<file path="src/inc/poft_defines.svh">
// Constants for the port overload fault timer: field codes, times, clock rate.
// Assumes a single 50 MHz system clock.
`ifndef POFT_DEFINES_SVH
`define POFT_DEFINES_SVH

// ==========================================
// Clock
`define POFT_CLK_KHZ 50000

// ==========================================
// Overload timeout selection codes and nominal times in ms
`define POFT_SEL_60 2'h0
`define POFT_SEL_30 2'h1
`define POFT_SEL_120 2'h2
`define POFT_SEL_240 2'h3
`define POFT_T_OVLD_60_MS 60
`define POFT_T_OVLD_30_MS 30
`define POFT_T_OVLD_120_MS 120
`define POFT_T_OVLD_240_MS 240

// ==========================================
// Fault cooldown time in ms
`define POFT_T_COOL_MS 1000

// ==========================================
// Channel operating modes, two bits per channel
`define POFT_MODE_OFF 2'h0
`define POFT_MODE_MANUAL 2'h1
`define POFT_MODE_SEMIAUTO 2'h2
`define POFT_MODE_AUTO 2'h3

// ==========================================
// Widths and counts
`define POFT_NCH 8
`define POFT_CNT_W 24
`define POFT_COOL_W 26
`define POFT_PRE_W 4
`define POFT_PRE_LAST 4'hf

`endif

</file>
<file path="src/inc/poft_pkg.sv">
// Types shared by the port overload fault timer.
// Assumes poft_defines.svh is on the include path.
`include "poft_defines.svh"

package poft_pkg;
  // Cooldown state of one channel
  typedef enum logic {COOL_IDLE, COOL_RUN} poft_cool_e;
  typedef logic [`POFT_CNT_W-1:0] poft_cnt_t;
  typedef logic [`POFT_COOL_W-1:0] poft_cool_t;
endpackage : poft_pkg

</file>
<file path="src/logic/poft_sync.sv">
// Three-stage input synchroniser with agreement filter.
// Assumes inputs are asynchronous to CLK.
`timescale 1ns/1ps
`include "poft_defines.svh"

module poft_sync #(
  parameter int W = 8
) (
  input wire logic clk,
  input wire logic nrst,
  input wire logic [W-1:0] din,
  output logic [W-1:0] dout
);
  logic [W-1:0] s1_reg;
  logic [W-1:0] s2_reg;
  logic [W-1:0] s3_reg;
  logic [W-1:0] out_reg;
  logic [W-1:0] out_next;

  // Accept a bit once stages two and three agree
  always_comb
  begin
    out_next = out_reg;
    for (int i = 0; i < W; i++)
    begin
      if (s2_reg[i] == s3_reg[i])
      begin
        out_next[i] = s3_reg[i];
      end
    end
  end

  // Shift chain
  always_ff @(posedge clk or negedge nrst)
  begin
    if (!nrst)
    begin
      s1_reg <= '0;
      s2_reg <= '0;
      s3_reg <= '0;
      out_reg <= '0;
    end
    else
    begin
      s1_reg <= din;
      s2_reg <= s1_reg;
      s3_reg <= s2_reg;
      out_reg <= out_next;
    end
  end

  assign dout = out_reg;
endmodule : poft_sync

</file>
<file path="src/logic/poft_timer.sv">
// Eight-channel overload fault timer with cooldown and semiauto redetect.
// Assumes host configuration bits and channel events are synchronous to CLK;
// current sense comparator outputs arrive asynchronously and are synchronised.
`timescale 1ns/1ps
`include "poft_defines.svh"

module poft_timer #(
  parameter int CYC_30 = `POFT_T_OVLD_30_MS * `POFT_CLK_KHZ,
  parameter int CYC_60 = `POFT_T_OVLD_60_MS * `POFT_CLK_KHZ,
  parameter int CYC_120 = `POFT_T_OVLD_120_MS * `POFT_CLK_KHZ,
  parameter int CYC_240 = `POFT_T_OVLD_240_MS * `POFT_CLK_KHZ,
  parameter int CYC_COOL = `POFT_T_COOL_MS * `POFT_CLK_KHZ
) (
  input wire logic CLK,
  input wire logic NRST,
  input wire logic [`POFT_NCH-1:0] POWER_CUT_SENSE,
  input wire logic [`POFT_NCH-1:0] PORT_CURRENT_LIMIT,
  input wire logic [1:0] OVERLOAD_TIME_SELECT,
  input wire logic [`POFT_NCH-1:0] OVERLOAD_CUT_DISABLE,
  input wire logic [`POFT_NCH-1:0] CHAN_ENABLE,
  input wire logic [`POFT_NCH-1:0] CHAN_RESET_CMD,
  input wire logic [`POFT_NCH-1:0] DC_DISCONNECT,
  input wire logic [`POFT_NCH-1:0] PORT_ON,
  input wire logic [2*`POFT_NCH-1:0] CHAN_MODE,
  input wire logic [`POFT_NCH-1:0] DETECT_ENABLE,
  output logic [`POFT_NCH-1:0] TURN_OFF,
  output logic [`POFT_NCH-1:0] OVERLOAD_TIMEOUT,
  output logic [`POFT_NCH-1:0] DETECT_RESTART,
  output logic [`POFT_NCH-1:0] TIMER_ACTIVE,
  output logic [`POFT_NCH-1:0] COOLDOWN_BUSY
);
  localparam int NCH = `POFT_NCH;

  logic [NCH-1:0] cut_sync;
  logic [NCH-1:0] lim_sync;
  poft_pkg::poft_cnt_t cnt_reg [NCH];
  poft_pkg::poft_cnt_t cnt_next [NCH];
  poft_pkg::poft_cool_t cool_reg [NCH];
  poft_pkg::poft_cool_t cool_next [NCH];
  poft_pkg::poft_cool_e cst_reg [NCH];
  poft_pkg::poft_cool_e cst_next [NCH];
  logic [`POFT_PRE_W-1:0] pre_reg;
  logic [`POFT_PRE_W-1:0] pre_next;
  logic [1:0] sel_reg;
  logic [1:0] sel_next;
  logic [NCH-1:0] dcut_reg;
  logic [NCH-1:0] dcut_next;
  logic [NCH-1:0] off_reg;
  logic [NCH-1:0] off_next;
  logic [NCH-1:0] tmo_reg;
  logic [NCH-1:0] tmo_next;
  logic [NCH-1:0] det_reg;
  logic [NCH-1:0] det_next;
  logic [NCH-1:0] act_reg;
  logic [NCH-1:0] act_next;
  logic [NCH-1:0] busy_reg;
  logic [NCH-1:0] busy_next;

  // ==========================================
  // Timeout lookup
  function automatic poft_pkg::poft_cnt_t sel_limit(input logic [1:0] sel);
    poft_pkg::poft_cnt_t lim;
    case (sel)
      `POFT_SEL_60: lim = poft_pkg::poft_cnt_t'(CYC_60);
      `POFT_SEL_30: lim = poft_pkg::poft_cnt_t'(CYC_30);
      `POFT_SEL_120: lim = poft_pkg::poft_cnt_t'(CYC_120);
      `POFT_SEL_240: lim = poft_pkg::poft_cnt_t'(CYC_240);
      default: lim = poft_pkg::poft_cnt_t'(CYC_60);
    endcase
    return lim;
  endfunction : sel_limit

  // ==========================================
  // Sense synchronisers
  poft_sync #(.W(2*NCH)) u_sync (
    .clk(CLK),
    .nrst(NRST),
    .din({PORT_CURRENT_LIMIT, POWER_CUT_SENSE}),
    .dout({lim_sync, cut_sync})
  );

  // ==========================================
  // Overload counters and timeout events
  always_comb
  begin
    poft_pkg::poft_cnt_t lim;
    logic sel_chg;
    logic over;
    logic clr;
    lim = sel_limit(OVERLOAD_TIME_SELECT);
    sel_chg = (OVERLOAD_TIME_SELECT != sel_reg);
    over = 1'b0;
    clr = 1'b0;
    pre_next = pre_reg + 4'h1; // Shared one-in-sixteen prescaler
    sel_next = OVERLOAD_TIME_SELECT;
    dcut_next = OVERLOAD_CUT_DISABLE;
    off_next = '0;
    tmo_next = '0;
    act_next = '0;
    for (int i = 0; i < NCH; i++)
    begin
      cnt_next[i] = cnt_reg[i];
      over = cut_sync[i] | lim_sync[i];
      clr = CHAN_ENABLE[i] | CHAN_RESET_CMD[i] | DC_DISCONNECT[i] | !PORT_ON[i];
      if (clr)
      begin
        cnt_next[i] = '0;
      end
      else if (sel_chg && cnt_reg[i] != '0)
      begin
        cnt_next[i] = '0;
      end
      else if (dcut_reg[i] != OVERLOAD_CUT_DISABLE[i])
      begin
        cnt_next[i] = '0;
      end
      else if (over)
      begin
        if (cnt_reg[i] + 24'h1 >= lim)
        begin
          cnt_next[i] = lim; // Hold at timeout while overload stays
          if (cnt_reg[i] < lim)
          begin
            tmo_next[i] = 1'b1;
            off_next[i] = !OVERLOAD_CUT_DISABLE[i];
          end
        end
        else
        begin
          cnt_next[i] = cnt_reg[i] + 24'h1;
        end
      end
      else if (pre_reg == `POFT_PRE_LAST && cnt_reg[i] != '0)
      begin
        cnt_next[i] = cnt_reg[i] - 24'h1;
      end
      act_next[i] = (cnt_next[i] != '0);
    end
  end

  // ==========================================
  // Cooldown machines and redetect
  always_comb
  begin
    logic [1:0] mode;
    logic cancel;
    mode = `POFT_MODE_OFF;
    cancel = 1'b0;
    det_next = '0;
    busy_next = '0;
    for (int i = 0; i < NCH; i++)
    begin
      cst_next[i] = cst_reg[i];
      cool_next[i] = cool_reg[i];
      mode = CHAN_MODE[2*i +: 2];
      cancel = CHAN_RESET_CMD[i] | (mode == `POFT_MODE_OFF) | (mode == `POFT_MODE_MANUAL);
      case (cst_reg[i])
        poft_pkg::COOL_IDLE:
        begin
          if (off_reg[i] && !cancel)
          begin
            cst_next[i] = poft_pkg::COOL_RUN;
            cool_next[i] = '0;
          end
        end
        poft_pkg::COOL_RUN:
        begin
          if (cancel)
          begin
            cst_next[i] = poft_pkg::COOL_IDLE;
            cool_next[i] = '0;
          end
          else if (cool_reg[i] >= poft_pkg::poft_cool_t'(CYC_COOL - 1))
          begin
            cst_next[i] = poft_pkg::COOL_IDLE;
            cool_next[i] = '0;
            det_next[i] = (mode == `POFT_MODE_SEMIAUTO) && DETECT_ENABLE[i];
          end
          else
          begin
            cool_next[i] = cool_reg[i] + 26'h1;
          end
        end
        default:
        begin
          cst_next[i] = poft_pkg::COOL_IDLE;
          cool_next[i] = '0;
        end
      endcase
      busy_next[i] = (cst_next[i] == poft_pkg::COOL_RUN);
    end
  end

  // ==========================================
  // State registers
  always_ff @(posedge CLK or negedge NRST)
  begin
    if (!NRST)
    begin
      pre_reg <= '0;
      sel_reg <= `POFT_SEL_60;
      dcut_reg <= '0;
      off_reg <= '0;
      tmo_reg <= '0;
      det_reg <= '0;
      act_reg <= '0;
      busy_reg <= '0;
      for (int i = 0; i < NCH; i++)
      begin
        cnt_reg[i] <= '0;
        cool_reg[i] <= '0;
        cst_reg[i] <= poft_pkg::COOL_IDLE;
      end
    end
    else
    begin
      pre_reg <= pre_next;
      sel_reg <= sel_next;
      dcut_reg <= dcut_next;
      off_reg <= off_next;
      tmo_reg <= tmo_next;
      det_reg <= det_next;
      act_reg <= act_next;
      busy_reg <= busy_next;
      for (int i = 0; i < NCH; i++)
      begin
        cnt_reg[i] <= cnt_next[i];
        cool_reg[i] <= cool_next[i];
        cst_reg[i] <= cst_next[i];
      end
    end
  end

  // Outputs straight from flops
  assign TURN_OFF = off_reg;
  assign OVERLOAD_TIMEOUT = tmo_reg;
  assign DETECT_RESTART = det_reg;
  assign TIMER_ACTIVE = act_reg;
  assign COOLDOWN_BUSY = busy_reg;
endmodule : poft_timer

</file>
<file path="config.mk">
export PLATFORM = sky130hd
export DESIGN_NAME = poft_timer
export DESIGN_NICKNAME = d
export VERILOG_FILES = /design/src/inc/poft_pkg.sv /design/src/logic/poft_sync.sv /design/src/logic/poft_timer.sv
export VERILOG_INCLUDE_DIRS = /design/src /design/src/inc
export SDC_FILE = /design/constraint.sdc
export NUM_CORES = 2
export LEC_CHECK = 0
export CAP_MARGIN = 20
export CORE_MARGIN = 2
export CORE_UTILIZATION = 45
export DETAILED_ROUTE_END_ITERATION = 16
export DONT_BUFFER_PORTS = 1
export GPL_TIMING_DRIVEN = 0
export PLACE_DENSITY_LB_ADDON = 0.3
export SLEW_MARGIN = 40
export SYNTH_ARGS = -nofsm -noshare
export SYNTH_HDL_FRONTEND = slang
export SYNTH_SLANG_ARGS = --single-unit
</file>
<file path="constraint.sdc">
create_clock -name CLK -period 5.9 [get_ports CLK]
set_clock_uncertainty 0.15 [all_clocks]
set_input_delay 0.885 -clock CLK [delete_from_list [all_inputs] [get_ports CLK]]
set_output_delay 0.885 -clock CLK [all_outputs]
set_load 0.01 [all_outputs]
</file>
==> metrics.log <==
INFO  metric finalCoreUtilization = 50.7%
INFO  metric slew_limit_headroom = -14.5%
INFO  metric clock_insertion_delay_worst_skew = 0.64 ns
INFO  metric post_synth_xor_area_fraction = 6.50%
INFO  metric status = complete, but fails checks
INFO  metric ys_seq_area_share = 32.6%
INFO  metric first_iter_violations = 3966
INFO  metric peakVddDrop = 0.236 mV
INFO  metric ys_async_sr_fraction = 100%
INFO  metric hold-worst-slack = -0.170 ns
INFO  metric finalCritPeriodShare = 100%
INFO  metric rr_worst_depth = 18
INFO  metric post_synth.cell_area_avg = 8.37 sq um
INFO  metric critical_path_arrival = 6.21 ns
INFO  metric power.total = 8.72 mW
INFO  metric max_cap_violations = 0
INFO  metric route.detailed.vias_per_inst = 6.41
INFO  metric nNetsFinal = 5240
INFO  metric clock_power_share = 50.3%
INFO  metric initial_utilization = 45.6%
INFO  metric design.core.area = 87200 sq um
INFO  metric synth-simple-area-share = 24.9%
INFO  metric clockRootBuffer = sky130_fd_sc_hd__clkbuf_16
INFO  metric synth-compound-area-share = 19.8%
INFO  metric ratio_of_total_power_to_cell_area = 197 nW/um^2
INFO  metric post_route_cells_drive_above_1_share = 5.71%
INFO  metric leakagePower = 19.7 nW
INFO  metric die_w = 301 um
INFO  metric synthToLayoutAreaGrowth = 11.2%
INFO  metric num_vias = 38614
INFO  metric synth_cell_type_count = 87
INFO  metric cts-buffers-inserted = 66
INFO  metric switching_power = 2.20 mW
INFO  metric wirelength = 131000 um
INFO  metric clkSlewWorstSetupHoldPaths = 0.06 ns
INFO  metric critPathRequiredTime = 6.21 ns
INFO  metric synth.area.mux_share = 1.29%
INFO  metric routedWlPerCell = 21.8 um
INFO  metric power_report.internal_total = 6.52 mW
INFO  metric synthesis.instances = 4748
INFO  metric critical_path_class = register to register
INFO  metric global_route.overflow_total = 0
INFO  metric dieArea = 90700 sq um
INFO  metric placement.setup.worst_slack = -2.30 ns
INFO  metric number_of_enable_flip_flop_cells_after_synthesis = 0
INFO  metric synth_top_family_by_area = simple AND/OR/NAND/NOR gates
INFO  metric crit_fanout = 10
INFO  metric grt_antenna_before_repair = 3
INFO  metric die_h = 301 um
INFO  metric final_common_cell = sky130_fd_sc_hd__dfrtp_1
INFO  metric finalSetupViolations = 1
INFO  metric wire_length_of_the_first_global_routing_pass = 204000 um
INFO  metric placed_cells = 5910
INFO  metric worst_slew_pin_slew = 1.72 ns
INFO  metric period_needed = 5.91 ns
INFO  metric syn_nets = 5166
INFO  metric final-hold-violation-count = 159
INFO  metric hp-class = primary input to asynchronous set/reset pin
INFO  metric gpl_wtd_cong = 0.966
INFO  metric most_frequent_cells_in_the_layout = 513 x sky130_fd_sc_hd__dfrtp_1, 421 x sky130_fd_sc_hd__nand2_1, 342 x sky130_fd_sc_hd__nor2_1, 329 x sky130_fd_sc_hd__ha_1, 317 x sky130_fd_sc_hd__o21ai_0
INFO  metric timing.setup.tns = -0.00558 ns
INFO  metric floorplan_row_count = 108
INFO  metric vias_in_the_first_global_route = 35780
INFO  metric number_of_design_rule_violations_left_after_detail_routing = 0
INFO  metric netlist_area = 39700 sq um
INFO  metric slew_violations = 129
INFO  metric post_synth_fa_ha_maj_area_fraction = 10.9%
INFO  metric synth_warnings = 0
INFO  metric place.port_buffers = 0
INFO  metric switching_share = 25.3%
INFO  metric largest_register_ffs = 208
INFO  metric detail_route_antenna_nets = 0
INFO  metric power_frac_comb = 8.0%
INFO  metric share_seq_of_total_power = 41.7%
INFO  metric grt_util_all_layers = 28.3%
INFO  metric drt-pass1-iter-count = 8
INFO  metric synth.ff_latch_count = 518
INFO  metric violations = negative hold slack, max-slew violations, negative setup slack
INFO  metric worstSetupEndpointType = register
INFO  metric grt_setup_unrepaired = true
INFO  metric floorplan.io_pins = 124
INFO  metric yosys_most_used_dff = sky130_fd_sc_hd__dfrtp_1
INFO  metric ctsHtreeMaxLevel = 3
INFO  metric critical_path.startpoint_type = register
INFO  metric layout_setup_ws = -0.00558 ns
INFO  metric post_layout_nonfiller_instances = 6026
INFO  metric cts_tree = done
INFO  metric cts_sinks = 518
INFO  metric maximum_number_of_pins_on_one_net_before_global_route_repair = 519
INFO  metric clock_tree.buffer_depth = 3
INFO  metric dp.final_hpwl = 90600 um
INFO  metric fmax = 0.169 GHz
power groups by stage:
stage          clock network, mW  registers [mW]  logic [mW]
6_report                    4.38            3.64       0.695
5_1_grt                     4.63            3.64       0.746
2_1_floorplan                  0            3.69       0.420
4_1_cts                     4.48            3.64       0.672
3_3_place_gp                   0            3.70       0.630
3_5_place_dp                   0            3.70       0.655
metrics by stage:
step | area (sq um) | hold slack (ns)
finish | 44200 | -0.170
global route | 44200 | -0.198
CTS | 44000 | -0.194
detailed placement | 41400 | 0.185
global placement | 41200 | 0.183
floorplan | 39700 | 0.181
cells in the mapped netlist (12+ instances only):
library cell | n | area (sq um)
sky130_fd_sc_hd__dfrtp_1 | 518 | 13000
sky130_fd_sc_hd__nand2_1 | 424 | 1590
sky130_fd_sc_hd__nor2_1 | 347 | 1300
sky130_fd_sc_hd__ha_1 | 334 | 4180
sky130_fd_sc_hd__o21ai_0 | 317 | 1590
sky130_fd_sc_hd__clkbuf_1 | 282 | 1060
sky130_fd_sc_hd__a21oi_1 | 257 | 1290
sky130_fd_sc_hd__nand3_1 | 232 | 1160
sky130_fd_sc_hd__xnor2_1 | 183 | 1600
sky130_fd_sc_hd__nor3_1 | 160 | 801
sky130_fd_sc_hd__nand4_1 | 151 | 945
sky130_fd_sc_hd__nor4_1 | 124 | 776
sky130_fd_sc_hd__a31oi_1 | 117 | 732
sky130_fd_sc_hd__xor2_1 | 112 | 981
sky130_fd_sc_hd__and3_1 | 108 | 676
sky130_fd_sc_hd__inv_1 | 108 | 405
sky130_fd_sc_hd__a21o_1 | 93 | 698
sky130_fd_sc_hd__or3_1 | 55 | 344
sky130_fd_sc_hd__nand2b_1 | 52 | 325
sky130_fd_sc_hd__or4_1 | 47 | 353
sky130_fd_sc_hd__and4_1 | 44 | 385
sky130_fd_sc_hd__a211oi_1 | 43 | 323
sky130_fd_sc_hd__nor2b_1 | 43 | 269
sky130_fd_sc_hd__o31ai_1 | 43 | 323
sky130_fd_sc_hd__and2_1 | 42 | 263
sky130_fd_sc_hd__o211ai_1 | 42 | 315
sky130_fd_sc_hd__mux2i_1 | 39 | 390
sky130_fd_sc_hd__o21a_1 | 25 | 188
sky130_fd_sc_hd__or2_2 | 25 | 156
sky130_fd_sc_hd__a221oi_1 | 20 | 175
sky130_fd_sc_hd__a211o_1 | 19 | 166
sky130_fd_sc_hd__buf_1 | 17 | 63.8
sky130_fd_sc_hd__maj3_1 | 16 | 160
sky130_fd_sc_hd__nand4b_1 | 16 | 140
sky130_fd_sc_hd__a2111oi_0 | 15 | 131
sky130_fd_sc_hd__a41oi_1 | 15 | 131
sky130_fd_sc_hd__o311ai_0 | 15 | 131
sky130_fd_sc_hd__a22o_1 | 13 | 114
sky130_fd_sc_hd__o221ai_1 | 13 | 114
sky130_fd_sc_hd__o41ai_1 | 13 | 114
sky130_fd_sc_hd__nor4b_1 | 12 | 105
sky130_fd_sc_hd__o311a_1 | 12 | 120
layer usage:
metal  part of all wire, %  track usage (%)  vias to the layer above
met5                 0.026                0                        -
met3                   8.1             4.94                      320
met2                    44             43.2                     1716
met1                    45             39.9                    18637
met4                   3.5             10.6                        6
li1                      -                -                    17935
area by class of cell:
type,count,area (sq um)
Inverter,110,440
Timing Repair Buffer,17,221
Antenna cell,1,2.50
Fill cell,8341,43000
Sequential cell,518,13000
Tap cell,1155,1450
Multi-Input combinational cell,3818,25600
Clock inverter,32,448
Clock buffer,84,1880
Buffer,291,1180
path summary, 6_finish.rpt:
| path | slack (ns) | endpoint | from |
|---|---|---|---|
| max | -0.006 | TIMER_ACTIVE[0]$_DFF_PN0_ | cnt_reg[171]$_DFF_PN0_ |
| min | -0.17 | cool_reg[124]$_DFFE_PN0P_ | NRST |
| max reg2reg | -0.006 | TIMER_ACTIVE[0]$_DFF_PN0_ | cnt_reg[171]$_DFF_PN0_ |
| min reg2reg | 0.19 | u_sync.s2_reg[4]$_DFF_PN0_ | u_sync.s1_reg[4]$_DFF_PN0_ |
| max in group asynchronous | 4.41 | cnt_reg[87]$_DFF_PN0_ | NRST |
| min in group CLK | 0.13 | u_sync.s1_reg[6]$_DFF_PN0_ | POWER_CUT_SENSE[6] |
cell families (layout without fill, tap and decap cells):
family | after synthesis | after routing
adder cells (fa/ha/maj) | 350 | 350
other | 0 | 1
flip-flops | 518 | 518
XOR/XNOR | 295 | 295
AO/OA/AOI/OAI | 1208 | 1208
multiplexers | 50 | 50
AND/OR/NAND/NOR | 1915 | 1915
buffers and inverters | 412 | 534
critical path: stages, from the launching register on:
cell	delay, ns
sky130_fd_sc_hd__dfrtp_1	0.32
sky130_fd_sc_hd__clkbuf_1	0.28
sky130_fd_sc_hd__nand2_1	0.16
sky130_fd_sc_hd__nor2_2	0.27
sky130_fd_sc_hd__nand4_1	0.19
sky130_fd_sc_hd__or3_1	0.44
sky130_fd_sc_hd__nor2_1	0.30
sky130_fd_sc_hd__xor2_1	0.16
sky130_fd_sc_hd__ha_1	0.32
sky130_fd_sc_hd__nand4_1	0.24
sky130_fd_sc_hd__or4_4	0.68
sky130_fd_sc_hd__nand2b_1	0.23
sky130_fd_sc_hd__o311a_1	0.19
sky130_fd_sc_hd__clkbuf_1	0.27
sky130_fd_sc_hd__nand3_2	0.25
sky130_fd_sc_hd__o211ai_1	0.16
sky130_fd_sc_hd__or4_1	0.60
sky130_fd_sc_hd__nor4_2	0.34
sky130_fd_sc_hd__nand2_1	0.20
what timing repair did:
action	4_1_cts	5_1_grt
gates cloned	0	0
endpoints found under the hold margin	518	518
buffers inserted	3	6
gates resized for setup	38	38
pin swaps	3	6
endpoints found under the setup margin	132	10
No activity file was read; power rests on OpenSTA's default activity.
